## src/mids_pkg.sv

```systemverilog
// Shared constants and types of the motor input detection stage
`default_nettype none
package mids_pkg;
  // ==========================================================
  // Register map (byte addresses on APB)
  localparam logic [7:0] MIDS_ADDR_CTRL = 8'h00;
  localparam logic [7:0] MIDS_ADDR_STATUS = 8'h04;
  localparam logic [7:0] MIDS_ADDR_COUNT = 8'h08;
  // ==========================================================
  // Control register fields
  localparam int MIDS_CTRL_TES_LSB = 0;
  localparam int MIDS_CTRL_IS_LSB = 2;
  localparam int MIDS_CTRL_HFS_BIT = 4;
  localparam int MIDS_CTRL_DS_LSB = 5;
  localparam int MIDS_CTRL_DAC_BIT = 9;
  localparam int MIDS_CTRL_W = 10;
  localparam logic [9:0] MIDS_CTRL_RESET = 10'h000;
  // ==========================================================
  // Status and count register fields
  localparam int MIDS_STAT_DIR_BIT = 0;
  localparam int MIDS_STAT_SPEED_BIT = 1;
  localparam int MIDS_STAT_ENC_BIT = 2;
  localparam int MIDS_STAT_IS_LSB = 3;
  localparam int MIDS_STAT_MASK_BIT = 5;
  localparam int MIDS_COUNT_W = 16;
  localparam logic [15:0] MIDS_COUNT_RESET = 16'h0000;
  // ==========================================================
  // Field encodings
  localparam logic [1:0] MIDS_TES_NONE = 2'h0;
  localparam logic [1:0] MIDS_TES_RISE = 2'h1;
  localparam logic [1:0] MIDS_TES_FALL = 2'h2;
  localparam logic [1:0] MIDS_TES_BOTH = 2'h3;
  localparam logic [1:0] MIDS_IS_ENCODER = 2'h3;
  localparam logic [3:0] MIDS_DS_NONE = 4'h0;
  // ==========================================================
  // Timing
  localparam int MIDS_CLK_PERIOD_NS = 10;
  localparam int MIDS_NOISE_MASK_NS = 1000;
  localparam int MIDS_NOISE_MASK_CYCLES =
      (MIDS_NOISE_MASK_NS + MIDS_CLK_PERIOD_NS - 1) / MIDS_CLK_PERIOD_NS;
  localparam int MIDS_MASK_CNT_W = 7;
  localparam logic [6:0] MIDS_MASK_LOAD = 7'(MIDS_NOISE_MASK_CYCLES - 1);
  // ==========================================================
  // Input stage modes
  typedef enum logic [1:0] {
    MIDS_MODE_POSITION = 2'b00,
    MIDS_MODE_TACHO = 2'b01,
    MIDS_MODE_ENCODER = 2'b10
  } mids_mode_e;
endpackage
`default_nettype wire

```

## src/mids_top.sv

```systemverilog
// Motor input detection stage: noise filter, tacho and encoder input path
//
// The placing of the registers and the APB slave port were left to the implementer.
`default_nettype none
module mids_top
  import mids_pkg::*;
(
  // Clock and reset
  input wire logic clk_sys,
  input wire logic sys_rst,
  // APB slave
  input wire logic psel,
  input wire logic penable,
  input wire logic pwrite,
  input wire logic [7:0] paddr,
  input wire logic [31:0] pwdata,
  output logic [31:0] prdata,
  output logic pready,
  output logic pslverr,
  // Phase inputs from sensors
  input wire logic phase_input_a,
  input wire logic phase_input_b,
  input wire logic phase_input_c,
  // Timing from the rest of the motor controller
  input wire logic pwm_state,
  input wire logic commutation_event,
  input wire logic sample_tick,
  // Comparator results for back-EMF detection
  input wire logic demag_cmp,
  input wire logic zc_cmp,
  // Filtered samples
  output logic demag_sample_valid,
  output logic demag_sample,
  output logic zc_sample_valid,
  output logic zc_sample,
  // Speed sensor events and pin usage
  output logic tacho_capture,
  output logic encoder_clk,
  output logic encoder_direction_flag,
  output logic speed_sensor_mode,
  output logic [2:0] release_io
);
  // ==========================================================
  // Register state
  logic [9:0] ctrl_reg;
  logic [1:0] active_is_reg;
  logic [15:0] count_reg;
  logic [31:0] prdata_reg;
  logic pwm_prev_reg;
  logic demag_valid_reg;
  logic demag_reg;
  logic zc_valid_reg;
  logic zc_reg;
  logic tacho_reg;
  logic enc_clk_reg;
  logic dir_reg;

  // ==========================================================
  // APB decode
  wire logic hit_ctrl = (paddr == MIDS_ADDR_CTRL);
  wire logic hit_status = (paddr == MIDS_ADDR_STATUS);
  wire logic hit_count = (paddr == MIDS_ADDR_COUNT);
  wire logic mapped = hit_ctrl | hit_status | hit_count;
  wire logic setup_ph = psel & ~penable;
  wire logic access_ph = psel & penable;
  wire logic ctrl_wr = access_ph & pwrite & hit_ctrl;

  // Zero wait state: every transfer completes in its first access cycle
  assign pready = 1'b1;
  assign pslverr = access_ph & ~mapped;
  assign prdata = prdata_reg;

  // ==========================================================
  // Control fields
  wire logic [1:0] tes = ctrl_reg[MIDS_CTRL_TES_LSB +: 2];
  wire logic [1:0] shadow_is = ctrl_reg[MIDS_CTRL_IS_LSB +: 2];
  wire logic hfs_en = ctrl_reg[MIDS_CTRL_HFS_BIT];
  wire logic [3:0] ds = ctrl_reg[MIDS_CTRL_DS_LSB +: 4];
  wire logic dac = ctrl_reg[MIDS_CTRL_DAC_BIT];
  wire logic [9:0] ctrl_wdata = pwdata[MIDS_CTRL_W-1:0];
  wire logic [1:0] wr_is = ctrl_wdata[MIDS_CTRL_IS_LSB +: 2];
  // Direct access counts if set before or within the same write
  wire logic dac_wr = ctrl_wr & (dac | ctrl_wdata[MIDS_CTRL_DAC_BIT]);

  // ==========================================================
  // Mode decode
  wire logic speed_mode = (tes != MIDS_TES_NONE);
  wire logic enc_mode = speed_mode & (active_is_reg == MIDS_IS_ENCODER);
  wire logic tacho_mode = speed_mode & ~enc_mode;
  wire mids_mode_e mode = enc_mode ? MIDS_MODE_ENCODER :
                          tacho_mode ? MIDS_MODE_TACHO : MIDS_MODE_POSITION;
  wire logic zc_hf_mode = hfs_en & (ds == MIDS_DS_NONE);

  // ==========================================================
  // Phase input synchronisers
  logic a_s;
  logic a_d;
  logic b_s;
  logic b_d;
  logic c_s;
  logic c_d;

  mids_sync u_sync_a (
    .clk_sys(clk_sys),
    .sys_rst(sys_rst),
    .din(phase_input_a),
    .dout(a_s),
    .dout_prev(a_d)
  );
  mids_sync u_sync_b (
    .clk_sys(clk_sys),
    .sys_rst(sys_rst),
    .din(phase_input_b),
    .dout(b_s),
    .dout_prev(b_d)
  );
  mids_sync u_sync_c (
    .clk_sys(clk_sys),
    .sys_rst(sys_rst),
    .din(phase_input_c),
    .dout(c_s),
    .dout_prev(c_d)
  );

  // ==========================================================
  // Tacho path
  wire logic sel_now = (active_is_reg == 2'h0) ? a_s :
                       (active_is_reg == 2'h1) ? b_s : c_s;
  wire logic sel_prev = (active_is_reg == 2'h0) ? a_d :
                        (active_is_reg == 2'h1) ? b_d : c_d;
  wire logic sel_rise = sel_now & ~sel_prev;
  wire logic sel_fall = ~sel_now & sel_prev;
  wire logic tacho_hit = tacho_mode &
      (((tes == MIDS_TES_RISE) & sel_rise) |
       ((tes == MIDS_TES_FALL) & sel_fall) |
       ((tes == MIDS_TES_BOTH) & (sel_rise | sel_fall)));

  // ==========================================================
  // Encoder path
  // Any edge of either input clocks, so one missing input halves the rate
  wire logic a_edge = a_s ^ a_d;
  wire logic b_edge = b_s ^ b_d;
  wire logic b_fall = ~b_s & b_d;
  wire logic enc_hit = enc_mode & (a_edge | b_edge);

  // ==========================================================
  // Noise mask
  logic mask_active;
  wire logic pwm_edge = pwm_state ^ pwm_prev_reg;

  mids_mask_timer u_mask (
    .clk_sys(clk_sys),
    .sys_rst(sys_rst),
    .restart(pwm_edge),
    .mask_active(mask_active)
  );

  // ==========================================================
  // Pin release
  always_comb begin
    case (mode)
      MIDS_MODE_TACHO: release_io = ~(3'h1 << active_is_reg);
      MIDS_MODE_ENCODER: release_io = 3'h4;
      MIDS_MODE_POSITION: release_io = 3'h0;
      default: release_io = 3'h0;
    endcase
  end

  // ==========================================================
  // Read mux, loaded in the setup phase so data are stable in access
  wire logic [31:0] status_word = {26'h0, mask_active, active_is_reg, enc_mode, speed_mode,
                                   dir_reg};
  wire logic [31:0] rd_mux = hit_ctrl ? {22'h0, ctrl_reg} :
                             hit_status ? status_word :
                             hit_count ? {16'h0, count_reg} : 32'h0;

  // ==========================================================
  // Registers
  always_ff @(posedge clk_sys) begin
    if (sys_rst) begin
      ctrl_reg <= MIDS_CTRL_RESET;
      prdata_reg <= 32'h0;
    end else begin
      if (ctrl_wr) begin
        ctrl_reg <= ctrl_wdata;
      end
      if (setup_ph) begin
        prdata_reg <= rd_mux;
      end
    end
  end

  // Direct write wins over a simultaneous commutation load
  always_ff @(posedge clk_sys) begin
    if (sys_rst) begin
      active_is_reg <= 2'h0;
    end else if (dac_wr) begin
      active_is_reg <= wr_is;
    end else if (commutation_event) begin
      active_is_reg <= shadow_is;
    end
  end

  // Counter always counts up; direction is report-only
  always_ff @(posedge clk_sys) begin
    if (sys_rst) begin
      count_reg <= MIDS_COUNT_RESET;
    end else if (tacho_reg | enc_clk_reg) begin
      count_reg <= count_reg + 16'h0001;
    end
  end

  always_ff @(posedge clk_sys) begin
    if (sys_rst) begin
      pwm_prev_reg <= 1'b0;
      demag_valid_reg <= 1'b0;
      demag_reg <= 1'b0;
      zc_valid_reg <= 1'b0;
      zc_reg <= 1'b0;
    end else begin
      pwm_prev_reg <= pwm_state;
      demag_valid_reg <= sample_tick & ~mask_active;
      zc_valid_reg <= sample_tick & zc_hf_mode & ~mask_active;
      if (sample_tick) begin
        demag_reg <= demag_cmp;
        zc_reg <= zc_cmp;
      end
    end
  end

  always_ff @(posedge clk_sys) begin
    if (sys_rst) begin
      tacho_reg <= 1'b0;
      enc_clk_reg <= 1'b0;
      dir_reg <= 1'b0;
    end else begin
      tacho_reg <= tacho_hit;
      enc_clk_reg <= enc_hit;
      if (enc_mode & b_fall) begin
        dir_reg <= a_s;
      end
    end
  end

  assign demag_sample_valid = demag_valid_reg;
  assign demag_sample = demag_reg;
  assign zc_sample_valid = zc_valid_reg;
  assign zc_sample = zc_reg;
  assign tacho_capture = tacho_reg;
  assign encoder_clk = enc_clk_reg;
  assign encoder_direction_flag = dir_reg;
  assign speed_sensor_mode = speed_mode;

  // ==========================================================
  // Assertions
  demag_sample_a: assert property (@(posedge clk_sys) disable iff (sys_rst)
    (sample_tick && !mask_active) |=> (demag_sample_valid && demag_sample == $past(demag_cmp)))
    else $error("demag sample lost or wrong outside the noise mask");
  demag_mask_a: assert property (@(posedge clk_sys) disable iff (sys_rst)
    pwm_edge |=> !demag_sample_valid)
    else $error("demag sample passed right after a PWM edge");
  zc_mask_a: assert property (@(posedge clk_sys) disable iff (sys_rst)
    (zc_hf_mode && sample_tick) |=> (zc_sample_valid == !$past(mask_active)))
    else $error("zero-cross sample not gated by the noise mask");
  zc_off_a: assert property (@(posedge clk_sys) disable iff (sys_rst)
    !zc_hf_mode |=> !zc_sample_valid)
    else $error("zero-cross sample produced outside high-rate mode");
  speed_mode_a: assert property (@(posedge clk_sys) disable iff (sys_rst)
    speed_sensor_mode == (tes != MIDS_TES_NONE))
    else $error("speed sensor mode does not match edge select");
  tacho_rise_a: assert property (@(posedge clk_sys) disable iff (sys_rst)
    (tacho_mode && tes == MIDS_TES_RISE) |-> ##1 (tacho_capture == $past(sel_rise)))
    else $error("rising tacho capture wrong");
  enc_clk_a: assert property (@(posedge clk_sys) disable iff (sys_rst)
    (enc_mode && (a_edge || b_edge)) |=> encoder_clk)
    else $error("encoder edge gave no clock pulse");
  enc_dir_a: assert property (@(posedge clk_sys) disable iff (sys_rst)
    (enc_mode && b_fall) |=> (encoder_direction_flag == $past(a_s)))
    else $error("direction flag not taken from A at B falling edge");
  preload_a: assert property (@(posedge clk_sys) disable iff (sys_rst)
    (commutation_event && !dac_wr) |=> (active_is_reg == $past(shadow_is)))
    else $error("input select not applied at commutation");
  tacho_release_a: assert property (@(posedge clk_sys) disable iff (sys_rst)
    tacho_mode |-> ($countones(release_io) == 2 && !release_io[active_is_reg]))
    else $error("tacho mode pin release wrong");
endmodule // mids_top
`default_nettype wire

```

## src/mids_sync.sv

```systemverilog
// Two-flop synchroniser with one delayed copy for edge detection
`default_nettype none
module mids_sync
  import mids_pkg::*;
(
  // Clock and reset
  input wire logic clk_sys,
  input wire logic sys_rst,
  // Data
  input wire logic din,
  output logic dout,
  output logic dout_prev
);
  logic meta_reg;
  logic sync_reg;
  logic prev_reg;

  always_ff @(posedge clk_sys) begin
    if (sys_rst) begin
      meta_reg <= 1'b0;
      sync_reg <= 1'b0;
      prev_reg <= 1'b0;
    end else begin
      meta_reg <= din;
      sync_reg <= meta_reg;
      prev_reg <= sync_reg;
    end
  end

  assign dout = sync_reg;
  assign dout_prev = prev_reg;

  sync_path_a: assert property (@(posedge clk_sys) disable iff (sys_rst)
    ##2 (dout == $past(din, 2)))
    else $error("synchroniser output does not follow input after two edges");
endmodule // mids_sync
`default_nettype wire

```

## src/mids_mask_timer.sv

```systemverilog
// Commutation noise mask timer, restarted by every PWM edge
`default_nettype none
module mids_mask_timer
  import mids_pkg::*;
(
  // Clock and reset
  input wire logic clk_sys,
  input wire logic sys_rst,
  // Control
  input wire logic restart,
  output logic mask_active
);
  logic [6:0] cnt_reg;
  logic [6:0] cnt_next;

  // The edge cycle itself is masked, so the counter holds the remaining cycles
  assign cnt_next = restart ? MIDS_MASK_LOAD :
                    (cnt_reg != 7'h00) ? cnt_reg - 7'h01 : 7'h00;
  assign mask_active = restart | (cnt_reg != 7'h00);

  always_ff @(posedge clk_sys) begin
    if (sys_rst) begin
      cnt_reg <= 7'h00;
    end else begin
      cnt_reg <= cnt_next;
    end
  end

  mask_hold_a: assert property (@(posedge clk_sys) disable iff (sys_rst)
    restart |-> mask_active [*8])
    else $error("noise mask released too early after a PWM edge");
  mask_end_a: assert property (@(posedge clk_sys) disable iff (sys_rst)
    (cnt_reg == 7'h01 && !restart) |=> (restart || !mask_active))
    else $error("noise mask does not end after its full length");
endmodule // mids_mask_timer
`default_nettype wire

```

## config.mk

```make
export PLATFORM = sky130hd
export DESIGN_NAME = mids_top
export DESIGN_NICKNAME = d
export VERILOG_FILES = /design/src/mids_pkg.sv /design/src/mids_top.sv /design/src/mids_sync.sv /design/src/mids_mask_timer.sv
export SDC_FILE = /design/constraint.sdc
export NUM_CORES = 1
export LEC_CHECK = 0
export BUFFER_PORTS_ARGS = -buffer_cell sky130_fd_sc_hd__buf_4
export CORE_MARGIN = 5
export CORE_UTILIZATION = 31
export CTS_CLUSTER_SIZE = 30
export DETAILED_ROUTE_END_ITERATION = 7
export PLACE_DENSITY = 0.58
export SYNTH_ARGS = -nofsm -noshare
export SYNTH_HDL_FRONTEND = slang
export SYNTH_HIERARCHICAL = 1
export SYNTH_SLANG_ARGS = --single-unit
```

## constraint.sdc

```tcl
create_clock -name clk_sys -period 1.8 [get_ports clk_sys]
set_input_delay 0.36 -clock clk_sys [delete_from_list [all_inputs] [get_ports clk_sys]]
set_output_delay 0.36 -clock clk_sys [all_outputs]
set_load 0.05 [all_outputs]
```

### Yosys cells after proc, flatten, opt, wreduce, memory -nomap -nowiden

Index checks and enable logic that the tools add are counted.

* bits in latches: 0
* bits of input ports: 53
* ROM bits: 0
* output and inout port bits: 45
* memories kept: 0
* bits in writable memories: 0
* logic and storage cells: 98
* bits in registers: 84

* mux-type cells: 14
* div/mod/pow operators: 0
* $add $sub $neg: 2
* reductions and logical operators: 7
* bitwise operators: 42
* eq/ne operators: 9
* multipliers: 0
* order comparisons: 0
* shifts and indexed selects: 1

Operators with widths (number)
* $mux W16: 3
* $and A1 B1 Y1: 21
* $add A16 B1 Y16 const B: 1
* $mux W7: 2
* $or A1 B1 Y1: 9
* $eq A2 B2 Y1 const B: 4
* $eq A8 B3 Y1 const B: 1
* $eq A8 B4 Y1 const B: 1
* $logic_not A8 Y1: 1
* $not A1 Y1: 8
* $reduce_bool A7 Y1: 1
* $sub A7 B1 Y7 const B: 1
* $eq A2 B1 Y1 const B: 3
* $mux W2: 3
* $pmux W3 S2: 1
* $mux W1: 5
* $logic_not A4 Y1: 1
* $reduce_bool A2 Y1: 2
* $not A3 Y3: 1
* $reduce_or A3 Y1: 1
* $shl A1 B2 Y3 const A: 1
* $xor A1 B1 Y1: 3
* $logic_not A2 Y1: 1

### Logic depth before layout (Yosys ltp)

Gate-level depths: netlist (run 1).

* word-level depth: 9
* gate-level depth with buffers: 9
* depth with buffers taken out: 9

### Modules after synthesis

The synthesis (run 1) kept the hierarchy.

By module, submodules not included
* mids_top: cells each 288, instances 1, area each 2570.0 um2
* mids_mask_timer: cells each 37, instances 1, area each 339.1 um2
* mids_sync: cells each 6, instances 3, area each 78.8 um2

### Worst setup path before layout (run 1)

OpenSTA, ideal clock, no wires.

* path kind: reg-to-reg
* from: register enc_clk_reg, in the netlist encoder_clk
* to: register count_reg[15]
* required time: 1.679 ns
* path slack: -0.047 ns
* library setup time: 0.121 ns
* period minus slack after synthesis: 1.847 ns
* stages on the path, launching flop included: 5
* buffers on the path: 0
* data arrival time: 1.726 ns
* cell sequence: dfxtp_1 o2111ai_1 nor3_1 nand3_1 mux2_2

* cells in the longest elaborated chain, start to end: 1

Ends and longest elaborated chain
* start: declaration: RTL line mids_top.sv:55 `logic enc_clk_reg;`
* start signal: assignment: RTL line mids_top.sv:238 `enc_clk_reg <= enc_hit;`
* $or A1 B1 Y1: RTL line mids_top.sv:208 `end else if (tacho_reg | enc_clk_reg) begin`
* end signal: assignment: RTL line mids_top.sv:209 `count_reg <= count_reg + 16'h0001;`
* end: declaration: RTL line mids_top.sv:47 `logic [15:0] count_reg;`

Every way passes these cells.
A chain may end at the register's enable or synchronous reset.

### Worst setup path in the final report (run 1)

* from: input port paddr[1]
* to: output port pslverr

* cells in the longest elaborated chain, start to end: 5
* elaborated cells between the ends (all ways): 7
* classes of those cells: eq/ne: 2; bitwise: 4; reduce/logical: 1

Ends and longest elaborated chain
* start: declaration: RTL line mids_top.sv:15 `input wire logic [7:0] paddr,`
* $eq A8 B3 Y1 / $logic_not A8 Y1 (equally long branches): RTL line mids_top.sv:61, mids_top.sv:60
* $or A1 B1 Y1: RTL line mids_top.sv:63 `wire logic mapped = hit_ctrl | hit_status | hit_count;`
* $or A1 B1 Y1 *: RTL line mids_top.sv:63
* $not A1 Y1 *: RTL line mids_top.sv:70 `assign pslverr = access_ph & ~mapped;`
* $and A1 B1 Y1 *: RTL line mids_top.sv:70
* end: declaration: RTL line mids_top.sv:19 `output logic pslverr,`

Mark *: on every way between the ends. The rest lies on a longest branch, timed or not.

==> metrics.yaml, run 1 <==
outcome: "finished, violations left"
violations: "setup timing"
worstPathCellList: "buf_6 -> or4_4 -> a2111oi_4 -> nor2_2 -> buf_6"
vias: 2586
synthCells: 343
final_cells: 551
design.core.area_mm2: 0.00982
grt_pass1_vias: 2514
h-tree-depth: 3
synth_area_mm2: 0.00315
dp_hpwl_um: 5690
syn_area_per_cell_um2: 9.17
antenna_found_initial: 0
port_buffers: 58
slowest_stage: "or4_4"
cp.required_ns: 1.44
die_w_um: 111
p_leak_nw: 1.70
drv_slew: 0
synth.top_cell.area_share: 0.433
synth_most_common_cell: "dfxtp_1"
die_area_mm2: 0.0123
synth-main-ff-cell: "dfxtp_1"
final_hold_viol_count: 0
tns_ns: -0.0208
cp-start-kind: "input pin"
cts_tree: "built"
critPathKind: "in2out"
synth_seq_cells: 68
end_kind: "output pin"
cts.path.max_buffers: 2
hold_depth: 2
antennaDiodeCount: 0
crit_top_cell: "buf_6"
fin_crit_ns: 1.82
antenna_left: 0
netlist_top_cells_count: "68 x dfxtp_1, 40 x nor2_1, 22 x mux2i_1"
grt_pass1_wl_um: 12600
slew-limit-headroom: 0.628
nNetsFinal: 472
pwr_density_cell_mw_per_mm2: 841
skew_ns: 0.00480
synth.largest_area_cell: "dfxtp_1"
grt_max_degree: 49
dpl.cell_count: 535
die_h_um: 111
cts_setup_buffers: 0
num_rows: 36
finalSetupViolCount: 1
worstPathArrival_ns: 1.46
hold_class: "in2reg"
fin_crit_sh: 1.01
yosysWarnings: 6
hold_slack_ns: 0.229
gp_congestion: 0.787
maxCapViolCount: 0
post-place-ws_ns: -0.115
areaGrowthSynthToFinish_pct: 28.6
grt_usage: 0.125
cp_slowest_stage_delay_ns: 0.56
wire_per_inst_um: 13.6
pin_count: 98
tightest_slew_ns: 0.553
ir_drop_v: 0.000410
path_max_fanout: 2
drt_wl_total_um: 7520
max_freq_mhz: 549
dr.pass1.iters: 4
layout-drive-gt1-share: 0.270
via_per_inst: 4.69
synth_area_leaders: "dfxtp_1 43%, mux2i_1 7.0%, nor2_1 4.8%"
numCtsBuffers: 9
async_flop_share: 0
synth_edf_count: 0
yosysUniqueCellTypes: 50
overflow: 0
cts.clk_slew.worst_paths_ns: 0.08
rsz0062_at_grt: "yes"
setup_ws_ns: -0.0208
r2r_cells: 7
root_buffer: "clkbuf_8"
initial_core_util: 0.320
clkSinkCount: 68
drc: 0
clk_latency_ns: 0.34
power.total_mw: 3.40
drt_iter0_markers: 120
seq_area_frac_synth: 0.433
## logic make-up (layout without fill, tap and decap cells)
kind of cell,after synthesis,after routing,share of synthesized area
other,2,17,0.00239
AND/OR/NAND/NOR,121,121,0.210
AO/OA/AOI/OAI,58,58,0.123
flip-flops,68,68,0.433
adder cells (fa/ha/maj),6,6,0.0239
buffers and inverters,45,105,0.0752
multiplexers,28,28,0.0915
XOR/XNOR,15,15,0.0418
## path summary, 6_finish.rpt
check / startpoint / endpoint / slack (ns)
setup / recovery: paddr[1] / pslverr / -0.02
hold / removal: phase_input_c / u_sync_c/meta_reg / 0.23
setup reg to reg: u_mask/cnt_reg[4] / prdata[5] / 0.14
hold reg to reg: u_sync_b/meta_reg / u_sync_b/dout / 0.44
## where the power goes
part	internal (mW)	total, mW	switching [mW]
logic	0.160	0.413	0.254
registers	1.54	1.57	0.0268
clock network	0.823	1.42	0.597
total	2.52	3.40	0.877
## routing by layer
layer  wire length (um)  vias to the layer above  part of all wire  global-route usage
met2               3210                       88              0.43               0.181
met1               3760                     1183              0.50               0.179
met5                  0                        -                 0                   0
li1                   -                     1308                 -                   -
met3                427                        7             0.057              0.0240
met4                125                        0             0.017              0.0542
## final cells by class
cell class,count,area (um^2)
Clock buffer,11,141
Clock inverter,5,83.8
Timing Repair Buffer,77,602
Sequential cell,68,1360
Inverter,12,45.0
Fill cell,1029,5770
Multi-Input combinational cell,245,1640
Tap cell,133,166
## what timing repair did
| action | in CTS | in global routing |
|---|---|---|
| setup endpoints to repair | 1 | 3 |
| hold buffers | 0 | 0 |
| gates resized for setup | 4 | 5 |
| hold endpoints to repair | 0 | 0 |
## worst max-delay path: cells and delay by family
kind	cells	cell delay [ns]
AOI/OAI and AO/OA	1	0.21
buffers and inverters	2	0.25
and+or+nand+nor	2	0.64
## stage by stage
stage | cell area, um^2 | utilization
6_report | 4050 | 0.412
5_1_grt | 4050 | 0.412
4_1_cts | 4030 | 0.410
3_5_place_dp | 3780 | 0.385
3_3_place_gp | 3780 | 0.385
2_1_floorplan | 3210 | -
## placed cells by master (no fill, tap or decap), types with 3 or more instances in the layout
cell	instances
a21oi_1	19
a22oi_1	6
buf_4	73
buf_6	3
clkbuf_8	10
conb_1	17
dfxtp_1	66
ha_1	5
inv_1	12
mux2_2	6
mux2i_1	22
nand2_1	21
nand2b_1	4
nand3_1	12
nor2_1	38
nor2b_1	13
nor4_1	8
o2111ai_1	3
o21ai_0	9
o2bb2ai_1	5
o31ai_1	4
or3_1	3
xnor2_1	9
xor2_1	6
Power figures use the tool's default switching activity.
==> run 2: changes to the inputs <==
--- a/config.mk
+++ b/config.mk
@@ -5,12 +5,13 @@
 export SDC_FILE = /design/constraint.sdc
 export NUM_CORES = 1
 export LEC_CHECK = 0
-export BUFFER_PORTS_ARGS = -buffer_cell sky130_fd_sc_hd__buf_4
+export CAP_MARGIN = 20
 export CORE_MARGIN = 5
 export CORE_UTILIZATION = 31
 export CTS_CLUSTER_SIZE = 30
 export DETAILED_ROUTE_END_ITERATION = 7
-export PLACE_DENSITY = 0.58
+export DONT_BUFFER_PORTS = 1
+export PLACE_DENSITY = 0.55
 export SYNTH_ARGS = -nofsm -noshare
 export SYNTH_HDL_FRONTEND = slang
 export SYNTH_HIERARCHICAL = 1
==> metrics.yaml, run 2 (same netlist as run 1, synthesis figures left out) <==
worstPathCellList: "or4_4 -> a2111oi_4 -> buf_4 -> nor2_2"
layout-drive-gt1-share: 0.150
ir_drop_v: 0.000299
antenna_found_initial: 0
end_kind: "output pin"
numCtsBuffers: 9
nNetsFinal: 416
tightest_slew_ns: 0.559
grt_pass1_wl_um: 12100
areaGrowthSynthToFinish_pct: 12.4
final_common_cell: "dfxtp_1"
drc: 0
drv_slew: 0
initial_core_util: 0.320
multiInputGateArea_mm2: 0.00164
antennaDiodeCount: 0
critPathKind: "in2out"
post-place-ws_ns: 0.00933
die_area_mm2: 0.0123
wire_per_inst_um: 15.0
outcome: "complete, no violations"
regArea_mm2: 0.00136
cts_setup_buffers: 0
vias: 2437
setup_ws_ns: 0.0511
grt_usage: 0.123
clkSinkCount: 68
dp_hpwl_um: 5460
port_buffers: 0
path_max_fanout: 2
worstPathArrival_ns: 1.39
hold_slack_ns: 0.0833
clk_latency_ns: 0.34
cts.clk_slew.worst_paths_ns: 0.07
utilization: 0.360
pin_count: 98
grt_max_degree: 70
cp.required_ns: 1.44
grt_pass1_vias: 2317
antenna_left: 0
gp_congestion: 0.783
design.core.area_mm2: 0.00982
overflow: 0
die_w_um: 111
via_per_inst: 4.93
rsz0062_at_grt: "no"
dr.pass1.iters: 4
p_leak_nw: 1.38
h-tree-depth: 3
skew_ns: 0.00941
hold_class: "in2reg"
fin_crit_sh: 0.972
cts.path.max_buffers: 2
max_freq_mhz: 572
tns_ns: 0
num_rows: 36
cp-start-kind: "input pin"
drt_wl_total_um: 7430
n_fill_cell: 1042
cts_tree: "built"
power.total_mw: 2.97
pwr_density_cell_mw_per_mm2: 841
fin_crit_ns: 1.75
cp_slowest_stage_delay_ns: 0.55
die_h_um: 111
maxCapViolCount: 0
slew-limit-headroom: 0.627
mostFrequentLayoutCells: "67 x dfxtp_1, 38 x nor2_1, 22 x mux2i_1, 21 x nand2_1, 21 x buf_4"
drt_iter0_markers: 117
root_buffer: "clkbuf_8"
final_hold_viol_count: 0
slowest_stage: "or4_4"
finalSetupViolCount: 0
[run 2: repair_timing]
action,4_1_cts,5_1_grt
hold buffers,0,0
gates resized for setup,0,3
setup endpoints to repair,0,4
[run 2: stage by stage]
step                cell area (um^2)  cells
floorplan                       3210    358
global placement                3340    479
detailed placement              3340    479
CTS                             3510    494
global route                    3530    494
finish                          3530    494
[run 2: power breakdown]
group          switching (mW)  internal [mW]  leakage, nW  total [mW]
registers              0.0398           1.54        0.552        1.58
logic                   0.182          0.103        0.747       0.285
clock network           0.579          0.528       0.0852        1.11
total                   0.800           2.17         1.38        2.97
[run 2: cell type report]
class	instances	area share
clock buffers	11	0.0400
well taps	133	0.0471
clock inverters	4	0.00743
inverters	12	0.0127
repair buffers	21	0.0446
flip-flops and latches	68	0.385
multi-input cells	245	0.463
[run 2: layer usage]
metal	routed length, um	vias to the layer above	part of all wire	GRT usage
met3	595	9	0.080	0.0377
met2	3370	78	0.45	0.192
met1	3340	1148	0.45	0.156
li1	-	1202	-	-
met4	123	0	0.017	0.0517
met5	0	-	0	0
[run 2: worst paths after layout]
kind	from	end	slack [ns]	cells past startpoint
max	paddr[1]	pslverr	0.05	4
max reg2reg	count_reg[0]	count_reg[12]	0.13	5
min reg2reg	u_sync_c/meta_reg	u_sync_c/dout	0.44	1
min	sys_rst	u_sync_b/meta_reg	0.08	1
[run 2: worst max-delay path, delay by kind of cell]
family,cells,cell delay [ns]
compound gates,1,0.20
buf+inv,1,0.17
simple gates,2,0.66
